--- src/hw/fbp_pkg.sv ---
// Package: register map, field layout and types of the block-protect decoder
package fbp_pkg;
   // Register byte offsets
   localparam logic [7:0] FBP_CFG_OFS = 8'h00;
   localparam logic [7:0] FBP_CMD_OFS = 8'h04;
   localparam logic [7:0] FBP_STAT_OFS = 8'h08;
   localparam logic [7:0] FBP_RANGE_OFS = 8'h0C;
   // Configuration register fields
   localparam int FBP_CFG_LEVEL_LSB = 0;
   localparam int FBP_CFG_ORIGIN_BIT = 4;
   localparam int FBP_CFG_SIZE_BIT = 8;
   // Command register fields
   localparam int FBP_CMD_OP_LSB = 0;
   localparam int FBP_CMD_SECTOR_LSB = 8;
   // Status register fields
   localparam int FBP_STAT_DONE_BIT = 0;
   localparam int FBP_STAT_ACCEPT_BIT = 1;
   localparam int FBP_STAT_REFUSE_BIT = 2;
   localparam int FBP_STAT_OP_LSB = 8;
   localparam int FBP_STAT_SECTOR_LSB = 16;
   // Range register fields
   localparam int FBP_RANGE_LO_LSB = 0;
   localparam int FBP_RANGE_HI_LSB = 8;
   localparam int FBP_RANGE_ANY_BIT = 16;
   localparam int FBP_RANGE_ALL_BIT = 17;
   // Array geometry
   localparam logic [6:0] FBP_LAST_SECTOR_64 = 7'h3F;
   localparam logic [6:0] FBP_LAST_SECTOR_128 = 7'h7F;
   localparam logic [2:0] FBP_CODE_ALL_64 = 3'h7;
   // Operation codes
   localparam logic [1:0] FBP_OP_NONE = 2'h0;
   localparam logic [1:0] FBP_OP_PROGRAM = 2'h1;
   localparam logic [1:0] FBP_OP_SECTOR_ERASE = 2'h2;
   localparam logic [1:0] FBP_OP_BULK_ERASE = 2'h3;
   // Reset values
   localparam logic [31:0] FBP_ZERO_WORD = 32'h0000_0000;

   typedef struct packed {
      logic size_128;
      logic region_origin_select;
      logic [3:0] protect_level;
   } fbp_cfg_t;

   typedef struct packed {
      logic all_protected;
      logic any_protected;
      logic [6:0] last_sector;
      logic [6:0] first_sector;
   } fbp_range_t;
endpackage : fbp_pkg

--- src/hw/fbp_protect_ctrl.sv ---
// APB-reached block-protect checker that grants or refuses program and erase operations
// Function
// - 64-sector part, origin 0: code n of 1..6 guards top 2^(n-1) sectors.
// - 64-sector part, origin 1: code n of 1..6 guards lowest 2^(n-1) sectors.
// - 64-sector part: code 7 guards every sector, origin ignored.
// - All protect bits zero: nothing guarded, both sizes, both origins.
// - 128-sector part, origin 0: code n of 1..7 guards top 2^(n-1) sectors.
// - 128-sector part, origin 1: code n of 1..7 guards lowest 2^(n-1) sectors.
// - 128-sector part: top protect bit set guards every sector.
// - Unguarded sectors are exactly the complement of the guarded range.
// - Origin select zero anchors range at top, one at bottom.
// - Program or sector erase into the guarded range is refused.
// - Whole-array erase accepted only while every protect bit is zero.
`timescale 1ns/1ps
`default_nettype none
module fbp_protect_ctrl (
   // Clock and reset
   input wire logic pclk,
   input wire logic presetn,
   // APB slave
   input wire logic psel,
   input wire logic penable,
   input wire logic pwrite,
   input wire logic [7:0] paddr,
   input wire logic [31:0] pwdata,
   output logic [31:0] prdata,
   output logic pready,
   output logic pslverr,
   // Operation hand-off to the array engine
   output logic op_go,
   output logic op_refused,
   output logic [1:0] op_kind,
   output logic [6:0] op_sector
);
   fbp_pkg::fbp_cfg_t cfg_reg;
   fbp_pkg::fbp_cfg_t cfg_eff;
   fbp_pkg::fbp_range_t range;
   logic [31:0] prdata_reg;
   logic pready_reg;
   logic pslverr_reg;
   logic op_go_reg;
   logic op_refused_reg;
   logic [1:0] op_kind_reg;
   logic [6:0] op_sector_reg;
   logic done_reg;
   logic accept_reg;
   logic refuse_reg;
   logic setup;
   logic access;
   logic mapped;
   logic writable;
   logic [1:0] req_op;
   logic [6:0] req_sector;
   logic in_range;
   logic beyond_end;
   logic refuse_next;
   logic [31:0] read_word;

   assign setup = psel & ~penable;
   assign access = psel & penable & pready_reg;
   assign mapped = (paddr == fbp_pkg::FBP_CFG_OFS) | (paddr == fbp_pkg::FBP_CMD_OFS)
                 | (paddr == fbp_pkg::FBP_STAT_OFS) | (paddr == fbp_pkg::FBP_RANGE_OFS);
   assign writable = (paddr == fbp_pkg::FBP_CFG_OFS) | (paddr == fbp_pkg::FBP_CMD_OFS);

   // The unused top bit on the small part is masked so every decision agrees
   always_comb
   begin
      cfg_eff = cfg_reg;
      if (!cfg_reg.size_128)
      begin
         cfg_eff.protect_level[3] = 1'b0;
      end
   end

   fbp_range_decode u_decode (
      .cfg(cfg_eff),
      .range(range)
   );

   // Decision made from the config as it stands at the command write
   always_comb
   begin
      req_op = pwdata[fbp_pkg::FBP_CMD_OP_LSB +: 2];
      req_sector = pwdata[fbp_pkg::FBP_CMD_SECTOR_LSB +: 7];
      in_range = range.any_protected & (req_sector >= range.first_sector)
               & (req_sector <= range.last_sector);
      beyond_end = !cfg_eff.size_128 && (req_sector > fbp_pkg::FBP_LAST_SECTOR_64);
      case (req_op)
         fbp_pkg::FBP_OP_PROGRAM: refuse_next = in_range | beyond_end;
         fbp_pkg::FBP_OP_SECTOR_ERASE: refuse_next = in_range | beyond_end;
         fbp_pkg::FBP_OP_BULK_ERASE: refuse_next = (cfg_eff.protect_level != 4'h0);
         default: refuse_next = 1'b1;
      endcase
   end

   always_comb
   begin
      read_word = fbp_pkg::FBP_ZERO_WORD;
      case (paddr)
         fbp_pkg::FBP_CFG_OFS:
         begin
            read_word[fbp_pkg::FBP_CFG_LEVEL_LSB +: 4] = cfg_reg.protect_level;
            read_word[fbp_pkg::FBP_CFG_ORIGIN_BIT] = cfg_reg.region_origin_select;
            read_word[fbp_pkg::FBP_CFG_SIZE_BIT] = cfg_reg.size_128;
         end
         fbp_pkg::FBP_STAT_OFS:
         begin
            read_word[fbp_pkg::FBP_STAT_DONE_BIT] = done_reg;
            read_word[fbp_pkg::FBP_STAT_ACCEPT_BIT] = accept_reg;
            read_word[fbp_pkg::FBP_STAT_REFUSE_BIT] = refuse_reg;
            read_word[fbp_pkg::FBP_STAT_OP_LSB +: 2] = op_kind_reg;
            read_word[fbp_pkg::FBP_STAT_SECTOR_LSB +: 7] = op_sector_reg;
         end
         fbp_pkg::FBP_RANGE_OFS:
         begin
            read_word[fbp_pkg::FBP_RANGE_LO_LSB +: 7] = range.first_sector;
            read_word[fbp_pkg::FBP_RANGE_HI_LSB +: 7] = range.last_sector;
            read_word[fbp_pkg::FBP_RANGE_ANY_BIT] = range.any_protected;
            read_word[fbp_pkg::FBP_RANGE_ALL_BIT] = range.all_protected;
         end
         default: read_word = fbp_pkg::FBP_ZERO_WORD;
      endcase
   end

   // Bus answer: ready in the first cycle of the access phase, data and error registered
   always_ff @(posedge pclk or negedge presetn)
   begin
      if (!presetn)
      begin
         pready_reg <= 1'b0;
         pslverr_reg <= 1'b0;
         prdata_reg <= fbp_pkg::FBP_ZERO_WORD;
      end
      else
      begin
         pready_reg <= setup;
         if (setup)
         begin
            pslverr_reg <= pwrite ? !writable : !mapped;
            prdata_reg <= (pwrite || !mapped) ? fbp_pkg::FBP_ZERO_WORD : read_word;
         end
         else if (access)
         begin
            pslverr_reg <= 1'b0;
            prdata_reg <= fbp_pkg::FBP_ZERO_WORD;
         end
      end
   end

   // Configuration: new protect bits govern every operation after the write
   always_ff @(posedge pclk or negedge presetn)
   begin
      if (!presetn)
      begin
         cfg_reg <= '0;
      end
      else if (access && pwrite && paddr == fbp_pkg::FBP_CFG_OFS)
      begin
         cfg_reg.protect_level <= pwdata[fbp_pkg::FBP_CFG_LEVEL_LSB +: 4];
         cfg_reg.region_origin_select <= pwdata[fbp_pkg::FBP_CFG_ORIGIN_BIT];
         cfg_reg.size_128 <= pwdata[fbp_pkg::FBP_CFG_SIZE_BIT];
      end
   end

   // Operation launch and its outcome
   always_ff @(posedge pclk or negedge presetn)
   begin
      if (!presetn)
      begin
         op_go_reg <= 1'b0;
         op_refused_reg <= 1'b0;
         op_kind_reg <= fbp_pkg::FBP_OP_NONE;
         op_sector_reg <= 7'h00;
         done_reg <= 1'b0;
         accept_reg <= 1'b0;
         refuse_reg <= 1'b0;
      end
      else if (access && pwrite && paddr == fbp_pkg::FBP_CMD_OFS)
      begin
         op_go_reg <= !refuse_next;
         op_refused_reg <= refuse_next;
         op_kind_reg <= req_op;
         op_sector_reg <= req_sector;
         done_reg <= 1'b1;
         accept_reg <= !refuse_next;
         refuse_reg <= refuse_next;
      end
      else
      begin
         op_go_reg <= 1'b0;
         op_refused_reg <= 1'b0;
      end
   end

   assign prdata = prdata_reg;
   assign pready = pready_reg;
   assign pslverr = pslverr_reg;
   assign op_go = op_go_reg;
   assign op_refused = op_refused_reg;
   assign op_kind = op_kind_reg;
   assign op_sector = op_sector_reg;
endmodule : fbp_protect_ctrl
`default_nettype wire

--- src/hw/fbp_range_decode.sv ---
// Combinational decode of protect code and origin select into a sector range
`timescale 1ns/1ps
`default_nettype none
module fbp_range_decode (
   // Present configuration
   input wire fbp_pkg::fbp_cfg_t cfg,
   // Decoded range
   output var fbp_pkg::fbp_range_t range
);
   logic [6:0] last;
   logic [6:0] count;
   logic [2:0] code;
   logic full;

   always_comb
   begin
      last = cfg.size_128 ? fbp_pkg::FBP_LAST_SECTOR_128 : fbp_pkg::FBP_LAST_SECTOR_64;
      code = cfg.protect_level[2:0];
      // Small part has only three protect bits; the fourth is ignored there
      full = cfg.size_128 ? cfg.protect_level[3]
                          : (code == fbp_pkg::FBP_CODE_ALL_64);
      count = (code == 3'h0) ? 7'h00 : 7'(7'h01 << 3'(code - 3'h1));
      range.all_protected = full;
      range.any_protected = full | (code != 3'h0);
      if (full)
      begin
         range.first_sector = 7'h00;
         range.last_sector = last;
      end
      else if (cfg.region_origin_select)
      begin
         range.first_sector = 7'h00;
         range.last_sector = 7'(count - 7'h01);
      end
      else
      begin
         range.first_sector = 7'(last - count + 7'h01);
         range.last_sector = last;
      end
   end
endmodule : fbp_range_decode
`default_nettype wire

--- config.mk ---
export PLATFORM = sky130hd
export DESIGN_NAME = fbp_protect_ctrl
export DESIGN_NICKNAME = d
export VERILOG_FILES = /design/src/hw/fbp_pkg.sv /design/src/hw/fbp_protect_ctrl.sv /design/src/hw/fbp_range_decode.sv
export SDC_FILE = /design/constraint.sdc
export NUM_CORES = 1
export LEC_CHECK = 0
export BUFFER_PORTS_ARGS = -buffer_cell sky130_fd_sc_hd__buf_2
export CORE_MARGIN = 2
export CORE_UTILIZATION = 40
export CTS_BUF_LIST = sky130_fd_sc_hd__clkbuf_8
export DETAILED_ROUTE_END_ITERATION = 12
export PLACE_DENSITY = 0.73
export SLEW_MARGIN = 20
export SYNTH_ARGS = -nofsm -noshare
export SYNTH_HDL_FRONTEND = slang
export SYNTH_SLANG_ARGS = --single-unit
--- constraint.sdc ---
create_clock -name pclk -period 2.75 [get_ports pclk]
set_input_delay 0.55 -clock pclk [delete_from_list [all_inputs] [get_ports pclk]]
set_output_delay 0.55 -clock pclk [all_outputs]
set_load 0.01 [all_outputs]
==> flow_summary.ini <==
[critical_path]
cp.required_ps = 2980
path_max_fanout = 5
startpoint_type = flip-flop
crit_type = reg2reg
cp.arrival_ps = 2970
r2r_cells = 11
crit_chain = or3_4, ha_4, ha_4, a21oi_2, o221ai_2, ha_1, nand2_2, o21ai_2, a21oi_4, or3_4, a21oi_2
end_kind = flip-flop
critical-path-slowest-cell = or3_4
slowest_delay_ps = 440

[drt]
drtIter0Drc = 116
drtAntennaViolNets = 0
wl_per_cell_um = 16.10
routed_via_density = 5.358
wl_mm = 6.519
vias = 2170
firstDrtPassIters = 4
drc_errors = 0

[final_layout]
fill_cells = 542
area_growth_pct = 35.73
n_antenna_cell = 0
drive_gt1_frac = 0.4455
final_common_cell = buf_2
final_cell_mix = 57 x buf_2, 42 x dfrtp_1, 27 x buf_4
nets = 393
largest_register_ffs = 21
design_area_um2 = 3379

[die]
die_x_um = 82.90
start_util = 0.4181
rows = 28
fp.coreArea_um2 = 5956
die_area_um2 = 6872
die_h_um = 82.90
io-pin-count = 90

[synthesis]
synthCells = 249
synth-seq-cells = 43
synth.distinct_cells = 45
synth-edff-count = 0
synth.avg_cell_area_um2 = 10.00
synth_ff_type = dfrtp_1
netlist_area_um2 = 2490
synthArstFlopShare = 1.000
ys_warn_count = 0
ys_seq_area_frac = 0.4322

[timing]
rsz0062_at_grt = true
worstMarginPinSlew_ps = 607.4
fin_crit_ps = 2739
fin_crit_sh = 0.9960
fin_tns_setup_ps = 0
fin_hold_ws_ps = 227.0
slew_violations = 0
hold_viol_final = 0
maxSlewHeadroom = 0.5919
finalSetupViolCount = 0
clock_skew_ps = 5.783
fmax_mhz = 365.1
worst_slack_ps = 10.98

[place]
io_buffers = 58
place_hpwl_mm = 4.743
pre_cts_slack_ps = -165.2
dpl_cell_area_um2 = 3028
gp_congestion = 0.8509

[global_route]
antenna_found_initial = 0
grt_max_degree = 44
gr-total-overflow = 0
grt_pass1_vias = 2166
grtUsageTotal = 0.1906
grt_pass1_wl_mm = 10.69

[power]
ir_drop_v = 0.0002038
p_per_area_nw_per_um2 = 400.9
power_mw = 1.355
p_leak_nw = 1.703

[cts]
htreeDepth = 2
insertion_delay_ps = 300
cts_tree = done
holdBufCountCts = 0
cts_buffer_depth = 2
numClockSinks = 43
numCtsBuffers = 5
clkSlewWorstSetupHoldPaths_ps = 80
cts-root-buf = clkbuf_8

[hold_path]
min_path_type = in2async

[flow_run]
cap_violations = 0

[status]
run_status = finished, final reports clean
==> area by class of cell <==
type,instances,area (um^2),share of cell area
tap,75,93.84,0.02777
timing repair buffer,85,508.0,0.1503
inverter,9,33.78,0.009996
multi-input combinational,185,1534,0.4539
clock buffer,5,68.82,0.02036
clock inverter,3,63.81,0.01888
sequential,43,1077,0.3188
==> logic make-up (layout without fill, tap and decap cells) <==
group | Yosys count | after routing | synth area share
AND/OR/NAND/NOR | 73 | 73 | 0.1608
AO/OA/AOI/OAI | 65 | 65 | 0.1714
flip-flops | 43 | 43 | 0.4322
buffers and inverters | 31 | 102 | 0.06432
adder cells (fa/ha/maj) | 19 | 19 | 0.09548
multiplexers | 15 | 15 | 0.06734
XOR/XNOR | 2 | 2 | 0.007036
other | 1 | 11 | 0.001506
==> worst max-delay path: cells and delay by family, from the launching register on <==
family,cells,cell delay [ps]
and+or+nand+nor,3,890
adders and majority gates,3,710
AOI/OAI and AO/OA,5,630
DFF,1,430
==> metal layers <==
metal	GRT usage	routed length, um	up-vias
met5	0	0	-
met4	0.04322	66	0
met3	0.04771	432	8
met2	0.3255	3266	77
met1	0.2437	2754	1037
li1	-	-	1048
==> cell usage after synthesis, drive strengths merged, types with 3 or more instances <==
master   n  area, um^2
a22o     9       78.83
and3     4       25.02
nand2   29       108.9
o21a     3       22.52
o21ai   21       105.1
inv      9       33.78
dfrtp   43        1076
clkbuf   9       33.78
nor2b    5       31.28
buf     13       92.59
nor3     5       47.54
nand3    7       35.03
nand3b   3       22.52
a211oi   3       22.52
a21oi   12       60.06
a32oi    4       35.03
or3      3       18.77
nor2     5       18.77
mux2    14       157.7
ha      19       237.7
==> worst paths after layout <==
path | from | end | slack [ps]
min | presetn | prdata[6] | 230
min in group pclk | prdata[6] | prdata[6] | 480
max in group asynchronous | presetn | cfg_eff[1] | 2100
max | cfg_eff[0] | op_refused | 10
max reg2reg | cfg_eff[0] | op_refused | 10
min reg2reg | prdata[6] | prdata[6] | 480
==> report_power, final <==
| part | total, mW | switching, mW | leakage (nW) | internal (mW) |
|---|---|---|---|---|
| Sequential | 0.639 | 0.00329 | 0.592 | 0.636 |
| Combinational | 0.136 | 0.0854 | 1.04 | 0.0504 |
| Clock | 0.580 | 0.221 | 0.0695 | 0.359 |
| Total | 1.35 | 0.309 | 1.70 | 1.05 |
==> per-stage QoR <==
| stage | instances | utilization |
|---|---|---|
| 6_report | 405 | 0.5674 |
| 5_1_grt | 405 | 0.5674 |
| 4_1_cts | 404 | 0.5462 |
| 3_5_place_dp | 395 | 0.5084 |
| 3_3_place_gp | 395 | 0.5084 |
| 2_1_floorplan | 259 | - |
==> timing repair <==
action / 4_1_cts / 5_1_grt
setup endpoints to repair: 4 / 4
resized for setup: 19 / 24
pin swaps: 14 / 13
buffers inserted: 1 / 1
Power figures use the tool's default switching activity.
